**src/design/lbaa_consts.svh**
```systemverilog
`ifndef LBAA_CONSTS_SVH
`define LBAA_CONSTS_SVH

// clock and observation timing
`define LBAA_CLK_HZ         64'd20000000
`define LBAA_CYCLE_MS       64'd128
`define LBAA_CYCLE_CLKS     ((`LBAA_CYCLE_MS * `LBAA_CLK_HZ) / 64'd1000)

// register offsets
`define LBAA_ADDR_RAISE     8'h54
`define LBAA_ADDR_CLEAR     8'h55
`define LBAA_ADDR_SIZE      8'h56
`define LBAA_ADDR_DECAY     8'h57
`define LBAA_ADDR_STATE     8'h58
`define LBAA_ADDR_ACC       8'h59
`define LBAA_ADDR_INT_STS   8'h5a
`define LBAA_ADDR_INT_MASK  8'h5b

// reset values
`define LBAA_RST_RAISE      8'h06
`define LBAA_RST_CLEAR      8'h04
`define LBAA_RST_SIZE       8'h08
`define LBAA_RST_DECAY      2'h1
`define LBAA_RST_MASK       8'h00

// field positions
`define LBAA_DECAY_MSB      1
`define LBAA_ST_ALARM       0
`define LBAA_ST_FAULT       1
`define LBAA_INT_RAISE      0
`define LBAA_INT_CLEAR      1
`define LBAA_INT_CYCLE      2
`define LBAA_INT_BITS       3

`endif

```
**src/design/lbaa_pkg.sv**
```systemverilog
package lbaa_pkg;

	typedef logic [7:0] lbaa_byte_t;
	typedef logic [3:0] lbaa_quiet_t;

	// decay period selection, one decrement per 128/256/512/1024 ms
	typedef enum logic [1:0] {
		LBAA_DECAY_1 = 2'h0,
		LBAA_DECAY_2 = 2'h1,
		LBAA_DECAY_4 = 2'h2,
		LBAA_DECAY_8 = 2'h3
	} lbaa_decay_e;

endpackage : lbaa_pkg

```
**src/design/lbaa_obs_if.sv**
```systemverilog
`timescale 1ns/1ps

interface lbaa_obs_if;
	logic cyc_end;
	logic cyc_fault;

	modport timer (output cyc_end, output cyc_fault);
	modport user  (input cyc_end, input cyc_fault);
endinterface : lbaa_obs_if

```
**src/design/lbaa_obs.sv**
```systemverilog
`timescale 1ns/1ps
`include "lbaa_consts.svh"

module lbaa_obs #(
	parameter int unsigned CYCLE_CLKS = 32'(`LBAA_CYCLE_CLKS)
) (
	// clock and reset
	input  wire logic      clock,
	input  wire logic      sys_rst,
	// synchronised fault level
	input  wire logic      fault_lvl,
	// end of cycle report
	lbaa_obs_if.timer      obs
);

	logic [31:0] cyc_cnt;
	logic        fault_seen;
	logic        cyc_last;

	assign cyc_last = (cyc_cnt == CYCLE_CLKS - 32'd1);

	// fixed observation cycle, one verdict per cycle
	always_ff @(posedge clock) begin
		if (sys_rst) begin
			cyc_cnt       <= 32'h0;
			fault_seen    <= 1'b0;
			obs.cyc_end   <= 1'b0;
			obs.cyc_fault <= 1'b0;
		end else begin
			cyc_cnt       <= cyc_last ? 32'h0 : cyc_cnt + 32'd1;
			fault_seen    <= cyc_last ? 1'b0 : (fault_seen | fault_lvl);
			obs.cyc_end   <= cyc_last;
			obs.cyc_fault <= fault_seen | fault_lvl;
		end
	end

endmodule : lbaa_obs

```
**src/design/lbaa_top.sv**
```systemverilog
`timescale 1ns/1ps
`include "lbaa_consts.svh"

module lbaa_top #(
	parameter int unsigned CYCLE_CLKS = 32'(`LBAA_CYCLE_CLKS)
) (
	// clock and reset
	input  wire logic               clock,
	input  wire logic               sys_rst,
	// monitored reference status pin, high when failed or erratic
	input  wire logic               fault_in,
	// register port
	input  wire logic [7:0]         reg_addr,
	input  wire logic [7:0]         reg_wdata,
	input  wire logic               reg_wr,
	input  wire logic               reg_rd,
	output      logic [7:0]         reg_rdata,
	// alarm and interrupt
	output      logic               alarm,
	output      logic               irq
);

	// pin synchroniser, three stages
	logic                  sync1;
	logic                  sync2;
	logic                  sync3;
	logic                  fault_lvl;

	always_ff @(posedge clock) begin
		if (sys_rst) begin
			sync1 <= 1'b0;
			sync2 <= 1'b0;
			sync3 <= 1'b0;
		end else begin
			sync1 <= fault_in;
			sync2 <= sync1;
			sync3 <= sync2;
		end
	end

	// a change counts once stages two and three agree
	logic                  next_fault_lvl;

	assign next_fault_lvl = (sync2 == sync3) ? sync3 : fault_lvl;

	always_ff @(posedge clock) begin
		if (sys_rst) begin
			fault_lvl <= 1'b0;
		end else begin
			fault_lvl <= next_fault_lvl;
		end
	end

	// observation cycle timer
	lbaa_obs_if obs_bus ();

	lbaa_obs #(
		.CYCLE_CLKS (CYCLE_CLKS)
	) u_obs (
		.clock     (clock),
		.sys_rst   (sys_rst),
		.fault_lvl (fault_lvl),
		.obs       (obs_bus.timer)
	);

	// registers
	lbaa_pkg::lbaa_byte_t  raise_lim;
	lbaa_pkg::lbaa_byte_t  clear_lim;
	lbaa_pkg::lbaa_byte_t  bucket_size;
	lbaa_pkg::lbaa_decay_e decay_sel;
	lbaa_pkg::lbaa_byte_t  acc;
	lbaa_pkg::lbaa_quiet_t quiet_cnt;
	logic                  last_fault;
	logic [`LBAA_INT_BITS-1:0] int_sts;
	logic [`LBAA_INT_BITS-1:0] int_mask;

	// register decode
	function automatic logic hit(input logic [7:0] a, input logic [7:0] o);
		hit = (a == o);
	endfunction : hit

	logic                  wr_raise;
	logic                  wr_clear;
	logic                  wr_size;
	logic                  wr_decay;
	logic                  wr_mask;
	logic                  rd_sts;

	assign wr_raise = reg_wr && hit(reg_addr, `LBAA_ADDR_RAISE);
	assign wr_clear = reg_wr && hit(reg_addr, `LBAA_ADDR_CLEAR);
	assign wr_size  = reg_wr && hit(reg_addr, `LBAA_ADDR_SIZE);
	assign wr_decay = reg_wr && hit(reg_addr, `LBAA_ADDR_DECAY);
	assign wr_mask  = reg_wr && hit(reg_addr, `LBAA_ADDR_INT_MASK);
	assign rd_sts   = reg_rd && hit(reg_addr, `LBAA_ADDR_INT_STS);

	// software-writable configuration
	lbaa_pkg::lbaa_byte_t  next_raise;
	lbaa_pkg::lbaa_byte_t  next_clear;
	lbaa_pkg::lbaa_byte_t  next_size;
	lbaa_pkg::lbaa_decay_e next_decay;
	logic [`LBAA_INT_BITS-1:0] next_mask;

	assign next_raise = wr_raise ? reg_wdata : raise_lim;
	assign next_clear = wr_clear ? reg_wdata : clear_lim;
	assign next_size  = wr_size ? reg_wdata : bucket_size;
	assign next_decay = wr_decay
		? lbaa_pkg::lbaa_decay_e'(reg_wdata[`LBAA_DECAY_MSB:0])
		: decay_sel;
	assign next_mask  = wr_mask ? reg_wdata[`LBAA_INT_BITS-1:0] : int_mask;

	always_ff @(posedge clock) begin
		if (sys_rst) begin
			raise_lim <= `LBAA_RST_RAISE;
		end else begin
			raise_lim <= next_raise;
		end
	end

	always_ff @(posedge clock) begin
		if (sys_rst) begin
			clear_lim <= `LBAA_RST_CLEAR;
		end else begin
			clear_lim <= next_clear;
		end
	end

	always_ff @(posedge clock) begin
		if (sys_rst) begin
			bucket_size <= `LBAA_RST_SIZE;
		end else begin
			bucket_size <= next_size;
		end
	end

	always_ff @(posedge clock) begin
		if (sys_rst) begin
			decay_sel <= lbaa_pkg::lbaa_decay_e'(`LBAA_RST_DECAY);
		end else begin
			decay_sel <= next_decay;
		end
	end

	always_ff @(posedge clock) begin
		if (sys_rst) begin
			int_mask <= `LBAA_INT_BITS'(`LBAA_RST_MASK);
		end else begin
			int_mask <= next_mask;
		end
	end

	// quiet cycles needed for one decrement
	function automatic lbaa_pkg::lbaa_quiet_t quiet_need(
		input lbaa_pkg::lbaa_decay_e code
	);
		quiet_need = 4'h1 << code;
	endfunction : quiet_need

	// accumulator next state
	lbaa_pkg::lbaa_byte_t  next_acc;
	lbaa_pkg::lbaa_quiet_t next_quiet;
	lbaa_pkg::lbaa_quiet_t quiet_inc;
	logic                  at_top;
	logic                  at_zero;
	logic                  quiet_done;

	assign quiet_inc  = quiet_cnt + 4'h1;
	assign at_top     = (acc >= bucket_size);
	assign at_zero    = (acc == 8'h00);
	assign quiet_done = (quiet_inc >= quiet_need(decay_sel));

	always_comb begin
		next_acc   = acc;
		next_quiet = quiet_cnt;
		if (obs_bus.cyc_end) begin
			if (obs_bus.cyc_fault) begin
				next_quiet = 4'h0;
				if (!at_top) next_acc = acc + 8'h01;
				else next_acc = bucket_size;
			end else if (quiet_done) begin
				next_quiet = 4'h0;
				if (!at_zero) next_acc = acc - 8'h01;
			end else begin
				next_quiet = quiet_inc;
			end
		end
	end

	// verdict of the last completed cycle
	logic                  next_last_fault;

	assign next_last_fault = obs_bus.cyc_end
		? obs_bus.cyc_fault : last_fault;

	always_ff @(posedge clock) begin
		if (sys_rst) begin
			acc <= 8'h00;
		end else begin
			acc <= next_acc;
		end
	end

	always_ff @(posedge clock) begin
		if (sys_rst) begin
			quiet_cnt <= 4'h0;
		end else begin
			quiet_cnt <= next_quiet;
		end
	end

	always_ff @(posedge clock) begin
		if (sys_rst) begin
			last_fault <= 1'b0;
		end else begin
			last_fault <= next_last_fault;
		end
	end

	// alarm with hysteresis
	logic                  raise_hit;
	logic                  clear_hit;
	logic                  next_alarm;

	assign raise_hit  = (next_acc >= raise_lim);
	assign clear_hit  = (next_acc <= clear_lim);
	assign next_alarm = alarm ? !clear_hit : raise_hit;

	always_ff @(posedge clock) begin
		if (sys_rst) begin
			alarm <= 1'b0;
		end else begin
			alarm <= next_alarm;
		end
	end

	// interrupt events; a set in the clearing cycle wins
	logic [`LBAA_INT_BITS-1:0] int_evt;
	logic [`LBAA_INT_BITS-1:0] next_sts;

	assign int_evt[`LBAA_INT_RAISE] = next_alarm && !alarm;
	assign int_evt[`LBAA_INT_CLEAR] = !next_alarm && alarm;
	assign int_evt[`LBAA_INT_CYCLE] = obs_bus.cyc_end;
	assign next_sts = (rd_sts ? '0 : int_sts) | int_evt;

	logic                  next_irq;

	assign next_irq = |(next_sts & int_mask);

	always_ff @(posedge clock) begin
		if (sys_rst) begin
			int_sts <= '0;
		end else begin
			int_sts <= next_sts;
		end
	end

	always_ff @(posedge clock) begin
		if (sys_rst) begin
			irq <= 1'b0;
		end else begin
			irq <= next_irq;
		end
	end

	// read data, one cycle after the strobe
	lbaa_pkg::lbaa_byte_t  rd_mux;
	lbaa_pkg::lbaa_byte_t  state_word;

	assign state_word = {6'h00, last_fault, alarm};

	always_comb begin
		rd_mux = 8'h00;
		unique case (reg_addr)
			`LBAA_ADDR_RAISE:    rd_mux = raise_lim;
			`LBAA_ADDR_CLEAR:    rd_mux = clear_lim;
			`LBAA_ADDR_SIZE:     rd_mux = bucket_size;
			`LBAA_ADDR_DECAY:    rd_mux = {6'h00, decay_sel};
			`LBAA_ADDR_STATE:    rd_mux = state_word;
			`LBAA_ADDR_ACC:      rd_mux = acc;
			`LBAA_ADDR_INT_STS:  rd_mux = 8'(int_sts);
			`LBAA_ADDR_INT_MASK: rd_mux = 8'(int_mask);
			default:             rd_mux = 8'h00;
		endcase
	end

	lbaa_pkg::lbaa_byte_t  next_rdata;

	assign next_rdata = reg_rd ? rd_mux : 8'h00;

	always_ff @(posedge clock) begin
		if (sys_rst) begin
			reg_rdata <= 8'h00;
		end else begin
			reg_rdata <= next_rdata;
		end
	end

endmodule : lbaa_top

```
**config.mk**
```make
export PLATFORM = sky130hd
export DESIGN_NAME = lbaa_top
export DESIGN_NICKNAME = d
export VERILOG_FILES = /design/src/design/lbaa_pkg.sv /design/src/design/lbaa_obs_if.sv /design/src/design/lbaa_obs.sv /design/src/design/lbaa_top.sv
export VERILOG_INCLUDE_DIRS = /design/src /design/src/design
export SDC_FILE = /design/constraint.sdc
export NUM_CORES = 1
export LEC_CHECK = 0
export ABC_AREA = 0
export BUFFER_PORTS_ARGS = -buffer_cell sky130_fd_sc_hd__buf_2
export CAP_MARGIN = 15
export CORE_MARGIN = 2
export CORE_UTILIZATION = 40
export DETAILED_ROUTE_END_ITERATION = 12
export RECOVER_POWER = 25
export SYNTH_ARGS = -nofsm -noshare
export SYNTH_HDL_FRONTEND = slang
export SYNTH_HIERARCHICAL = 1
export SYNTH_SLANG_ARGS = --single-unit
```
**constraint.sdc**
```tcl
create_clock -name clock -period 4 [get_ports clock]
set_input_delay 0 -clock clock [delete_from_list [all_inputs] [get_ports clock]]
set_output_delay 0 -clock clock [all_outputs]
set_load 0.01 [all_outputs]
```
* After elaboration in Yosys (flattened, before gate mapping)
Index checks and enable logic that the tools add are counted.
Word-level totals: register bits after elaboration 94, output and inout bits 10, logic and storage cells 68
Cells by class: eq/ne operators 10, add/subtract/negate cells 4, magnitude comparators 4, bitwise gates (word level) 4, shift-type cells 1, reduce and logical (&&, ||, !) cells 15, multiplexer cells 10
Operator list (count):
- equality test 8 x 7 -> 1 bit, second input constant | 8
- one-hot mux 8 bit (8 select lines) | 1
- two-way mux 8 bit | 5
- adder 32 x 1 -> 32 bit, second input constant | 1
- equality test 32 x 22 -> 1 bit, second input constant | 1
- greater-or-equal comparator 8 bit | 2
- adder 8 x 1 -> 8 bit, second input constant | 1
- less-or-equal comparator 8 bit | 1
- logical AND 1 bit | 8
- logical NOT 8 bit | 1
- two-way mux 4 bit | 2
- subtractor 8 x 1 -> 8 bit, second input constant | 1
- adder 4 x 1 -> 4 bit, second input constant | 1
- greater-or-equal comparator 4 bit | 1
- OR reduction 2 bit | 2
- << shifter 1 x 2 -> 4 bit, first input constant | 1
- AND 3 bit | 1
- logical NOT 1 bit | 3
- two-way mux 3 bit | 1
- bitwise OR 3 bit | 1
- OR reduction 3 bit | 1
- equality test 1 bit | 1
- two-way mux 1 bit | 1
- inverter 1 bit | 1
- bitwise OR 1 bit | 1

* Logic depth before layout (Yosys ltp)
depth after elaboration 13, depth in mapped cells 16, mapped depth without buffers 16

* By module
The synthesis kept the hierarchy.
By module, submodules not included:
- lbaa_top | times used 1, cells each 436, area an instance 3684.8 sq um
- lbaa_obs | times used 1, cells each 179, area an instance 1570.3 sq um

* Worst setup path before layout
OpenSTA, ideal clock, no wires.
kind register -> register, from register bucket_size[2], to register irq, period minus slack after synthesis 3624 ps, data arrival time 3502 ps, setup slack 376 ps, stages on the path, launching flop included 16, library setup time 122 ps, path through dfxtp_1 inv_1 ha_1 a211oi_1 o21ai_0 a41oi_1 buf_2 mux2_2 a211oi_1 ha_1 nand2b_1 a2111oi_0 o211ai_1 nand2_1 a21oi_1 a221o_1
Between the ends: cells in the longest elaborated chain, start to end 12
RTL lines:
- start, declared | line lbaa_top.sv:69 | lbaa_pkg::lbaa_byte_t bucket_size;
- start signal, assigned | line lbaa_top.sv:129 | bucket_size <= `LBAA_RST_SIZE;
- start signal, assigned | line lbaa_top.sv:131 | bucket_size <= next_size;
- greater-or-equal comparator 8 bit | line lbaa_top.sv:167 | assign at_top = (acc >= bucket_size);
- two-way mux 8 bit (*) | line lbaa_top.sv:177 | if (!at_top) next_acc = acc + 8'h01;
- two-way mux 8 bit (*) | line lbaa_top.sv:175 | if (obs_bus.cyc_fault) begin
- two-way mux 8 bit (*) | line lbaa_top.sv:174 | if (obs_bus.cyc_end) begin
- less-or-equal comparator 8 bit | line lbaa_top.sv:224 | assign clear_hit = (next_acc <= clear_lim);
- logical NOT 1 bit | line lbaa_top.sv:225 | assign next_alarm = alarm ? !clear_hit : raise_hit;
- two-way mux 1 bit (*) | line lbaa_top.sv:225
- logical NOT 1 bit | line lbaa_top.sv:240 | assign int_evt[`LBAA_INT_CLEAR] = !next_alarm && alarm;
- logical AND 1 bit | line lbaa_top.sv:240
- bitwise OR 3 bit (*) | line lbaa_top.sv:242 | assign next_sts = (rd_sts ? '0 : int_sts) | int_evt;
- AND 3 bit (*) | line lbaa_top.sv:246 | assign next_irq = |(next_sts & int_mask);
- OR reduction 3 bit (*) | line lbaa_top.sv:246
- end signal, assigned | line lbaa_top.sv:260 | irq <= next_irq;
- end, declared | line lbaa_top.sv:20 | output logic irq
Mark *: on every way between the ends. The rest lies on a longest branch, timed or not. A chain may end at the register's enable or synchronous reset.

* Worst setup path after layout
from register quiet_cnt[0], to register irq
Between the ends: cells in the longest elaborated chain, start to end 13
RTL lines:
- start, declared | line lbaa_top.sv:72 | lbaa_pkg::lbaa_quiet_t quiet_cnt;
- start signal, assigned | line lbaa_top.sv:206 | quiet_cnt <= next_quiet;
- adder 4 x 1 -> 4 bit (*) | line lbaa_top.sv:166 | assign quiet_inc = quiet_cnt + 4'h1;
- greater-or-equal comparator 4 bit (*) | line lbaa_top.sv:169 | assign quiet_done = (quiet_inc >= quiet_need(decay_sel));
- two-way mux 8 bit (*) | line lbaa_top.sv:179 | end else if (quiet_done) begin
- two-way mux 8 bit (*) | line lbaa_top.sv:175
- two-way mux 8 bit (*) | line lbaa_top.sv:174
- net next_acc[5] | line lbaa_top.sv:159 | lbaa_pkg::lbaa_byte_t next_acc;
- less-or-equal comparator 8 bit | line lbaa_top.sv:224
- logical NOT 1 bit | line lbaa_top.sv:225
- two-way mux 1 bit (*) | line lbaa_top.sv:225
- logical NOT 1 bit | line lbaa_top.sv:240
- logical AND 1 bit | line lbaa_top.sv:240
- bitwise OR 3 bit (*) | line lbaa_top.sv:242
- AND 3 bit (*) | line lbaa_top.sv:246
- OR reduction 3 bit (*) | line lbaa_top.sv:246
Mark *: on every way through the listed nets, which the timed path passes. The rest lies on a longest branch.

==> impl_metrics.toml <==
[run_status]
status = "completed"

[synthesis]
synthSimpleGateAreaFrac_pct = 25.2
syn_inst = 615
syn_nets = 669
synth-warning-count = 6
ys_async_sr_fraction_pct = 0
ys_seq_elements = 94
synth.avg_cell_area_sq_um = 8.54
synth.mux.area_fraction_pct = 6.83
netlist_area_sq_um = 5260
seq_area_frac_synth_pct = 35.8
synth_compound_area_share_pct = 13.1
synth_edf_count = 0
synth-xor-area-share_pct = 5.50
ys.flop_type = "dfxtp_1"
synth_top_family_by_area = "simple AND/OR/NAND/NOR gates"
synth.distinct_cells = 71
synth_fa_ha_area_share_pct = 7.86

[setup_path]
path_max_fanout = 9
critical_path_class = "register to register"
end_kind = "register"
critPathSlowestCell = "or4_4"
reg2reg_slack_ns = 0.16
path_cells = "ha_2 > xor2_1 > ha_2 > o21a_1 > nor2_4 > or4_4 > a221oi_2 > a41oi_2 > ha_1 > a21o_1 > a21oi_1 > nor2b_1 > or4b_4 > a21oi_2 > a221o_1"
cp.depth = 15
cp_data_required_time_ns = 4.29
startpoint_type = "register"
crit_family = "compound AO/OA/AOI/OAI gates"
slowest_delay_ns = 0.54
path_buf_inv = 0
path_common_cell = "ha_2"
reg2reg_depth = 15
cp.arrival_ns = 4.13

[cts]
clk_pin_slew_worst_paths_ns = 0.06
cts_tree = "yes"
insertion_delay_ns = 0.35
htreeDepth = 3
numCtsBuffers = 9
cts_sinks = 94
cts_max_path_buffers = 2
clock-root-buffer = "clkbuf_16"

[timing]
maxSlewHeadroom_pct = 35.3
hold_viol = 0
final_max_slew_viol_count = 0
max_freq_ghz = 0.261
setup_slack_ns = 0.163
finClkSkew_ns = 0.00736
period_minus_slack_ns = 3.84
setup_violations = 0
worstMarginPinSlew_ns = 0.961
fin_crit_sh_pct = 95.9

[cells_and_area]
multi_input_area_sq_um = 3120
n_antenna_cell = 0
areaGrowthSynthToFinish_pct = 13.6
final_core_util_pct = 46.9
fill_cells = 1299
nNetsFinal = 706
drive_gt1_share_pct = 12.5
regArea_sq_um = 1880

[run]
drv_cap = 0

[global_route]
grt_pass1_vias = 4235
grt_use_total_pct = 18.4
antenna_found_initial = 0
grt-ovfl-total = 0
grt_max_degree = 36
grt_pass1_wl_um = 20900

[pwr]
fin_total_pwr_mw = 1.85
intPower_mw = 1.42
p_leak_nw = 2.36
seq_power_share_pct = 51.2
p_clk_share_pct = 43.4
power_frac_comb_pct = 5.5
p_per_area_nw_per_um2 = 310
ir_drop_mv = 0.225
power.switching_uw = 429
swShare_pct = 23.2

[die]
io_pins = 31
initial_core_util_pct = 41.3
num_rows = 41
die_area_sq_um = 14100
die_h_um = 119
die_w_um = 119
core-area_sq_um = 12700

[drt]
drt-pass1-iter-count = 5
num_vias = 4483
wl_per_cell_um = 15.3
drc = 0
drt_wl_total_um = 12700
vias_per_cell = 5.41
drt_iter0_drc = 272
ant_nets = 0

[place]
dp.final_hpwl_um = 9310
dp_slack_ns = 0.0810
io_buffers = 30
place_congestion = 0.860

[hold_path]
hold_path.class = "input port to register"
hold_depth = 4
## synthesized netlist by cell type, drive strengths merged, types with 2 or more instances
| cell type | n | area share [%] |
|---|---|---|
| or3 | 5 | 0.69 |
| and4 | 3 | 0.50 |
| a2111oi | 2 | 0.69 |
| mux2i | 28 | 5.3 |
| o21ai | 17 | 1.6 |
| a221oi | 4 | 0.79 |
| nand4b | 3 | 0.50 |
| mux2 | 5 | 1.1 |
| nor4 | 9 | 1.5 |
| nor4b | 2 | 0.33 |
| o21a | 3 | 0.43 |
| nor3 | 15 | 1.4 |
| a21oi | 32 | 3.0 |
| a22oi | 12 | 1.7 |
| nand3 | 26 | 2.6 |
| nor2 | 93 | 6.6 |
| ha | 33 | 7.9 |
| and2 | 4 | 0.48 |
| a211oi | 3 | 0.43 |
| clkbuf | 19 | 1.4 |
| a41oi | 2 | 0.48 |
| a211o | 7 | 1.2 |
| nand2b | 5 | 0.74 |
| nand2 | 42 | 3.0 |
| nand4 | 15 | 1.9 |
| a31o | 2 | 0.33 |
| xor2 | 19 | 3.2 |
| o41a | 2 | 0.43 |
| and3 | 5 | 0.62 |
| o211ai | 4 | 0.57 |
| nor2b | 18 | 2.3 |
| inv | 36 | 2.6 |
| a21o | 2 | 0.29 |
| or4b | 2 | 0.45 |
| buf | 11 | 1.7 |
| nor3b | 3 | 0.52 |
| or4 | 2 | 0.36 |
| dfxtp | 94 | 36 |
| xnor2 | 14 | 2.3 |
## layout make-up
class,instances,share of cell area (%)
Clock buffer,11,4.06
Clock inverter,5,0.545
Inverter,36,2.26
Multi-Input combinational cell,455,52.2
Sequential cell,94,31.5
Tap cell,172,3.60
Timing Repair Buffer,56,5.78
## stage by stage
step	area (sq um)	instances	hold WS (ns)	TNS (ns)
after global placement	5570	802	0.251	0
final	5970	829	0.0509	0
after detailed placement	5570	802	0.270	0
after global routing	5970	829	0.0973	-0.0108
after floorplan	5260	615	0.128	0
after CTS	5920	826	0.0411	0
## power groups by stage
stage	registers, mW	clock network, mW	logic [mW]
3_5_place_dp	0.968	0	0.0919
2_1_floorplan	0.967	0	0.0662
4_1_cts	0.946	0.830	0.0987
5_1_grt	0.947	0.865	0.112
3_3_place_gp	0.968	0	0.0912
6_report	0.947	0.802	0.101
## flip-flops by register name, summed over array words and instances, names as in the netlist, 2 cells and up
register and cells:
acc 8, bucket_size 8, clear_lim 8, decay_sel 2, int_mask 3, int_sts 3, quiet_cnt 4, raise_lim 8
reg_rdata 8, u_obs/cyc_cnt 32
## cell usage in the layout (no fill, tap or decap), drive strengths merged, types with 4 or more instances in the layout
| cell type | n |
|---|---|
| a211o | 7 |
| or3 | 5 |
| dfxtp | 94 |
| nor2b | 18 |
| o21ai | 17 |
| clkbuf | 24 |
| a221oi | 4 |
| nand2 | 42 |
| o211ai | 4 |
| mux2 | 5 |
| ha | 33 |
| dlygate4sd3 | 8 |
| inv | 38 |
| nand3 | 26 |
| a22oi | 12 |
| nor2 | 93 |
| buf | 35 |
| xnor2 | 14 |
| nor4 | 9 |
| a21oi | 32 |
| nand4 | 15 |
| and2 | 4 |
| nand2b | 5 |
| xor2 | 19 |
| and3 | 5 |
| mux2i | 28 |
| nor3 | 15 |
## metal layers
metal | GRT usage, % | part of all wire, % | up-vias
li1 | - | - | 2242
met1 | 24.9 | 48 | 2108
met2 | 28.3 | 45 | 109
met3 | 3.96 | 4.6 | 24
met4 | 7.44 | 2.2 | 0
met5 | 0 | 0 | -
## worst min-delay path: cells and delay by family
kind            cells  cell delay [ns]
buf+inv             2             0.15
compound gates      1             0.10
simple gates        1             0.12
## worst paths after layout
kind                              startpoint              to
worst min register to register         sync1           sync2
worst min-delay path            reg_wdata[3]  bucket_size[3]
worst max register to register  quiet_cnt[0]             irq
worst max-delay path            quiet_cnt[0]             irq
## repair_timing
action	CTS	global route
gates resized for setup	0	15
setup buffers	0	3
setup endpoints to repair	0	2
hold endpoints to repair	20	0
hold buffers	8	0
## kinds of logic after synthesis
group / count (synthesis)
flops: 94
xor+xnor: 33
simple gates: 256
mux: 34
fa+ha+maj: 33
compound gates: 99
buf+inv: 66
Power figures use the tool's default switching activity.
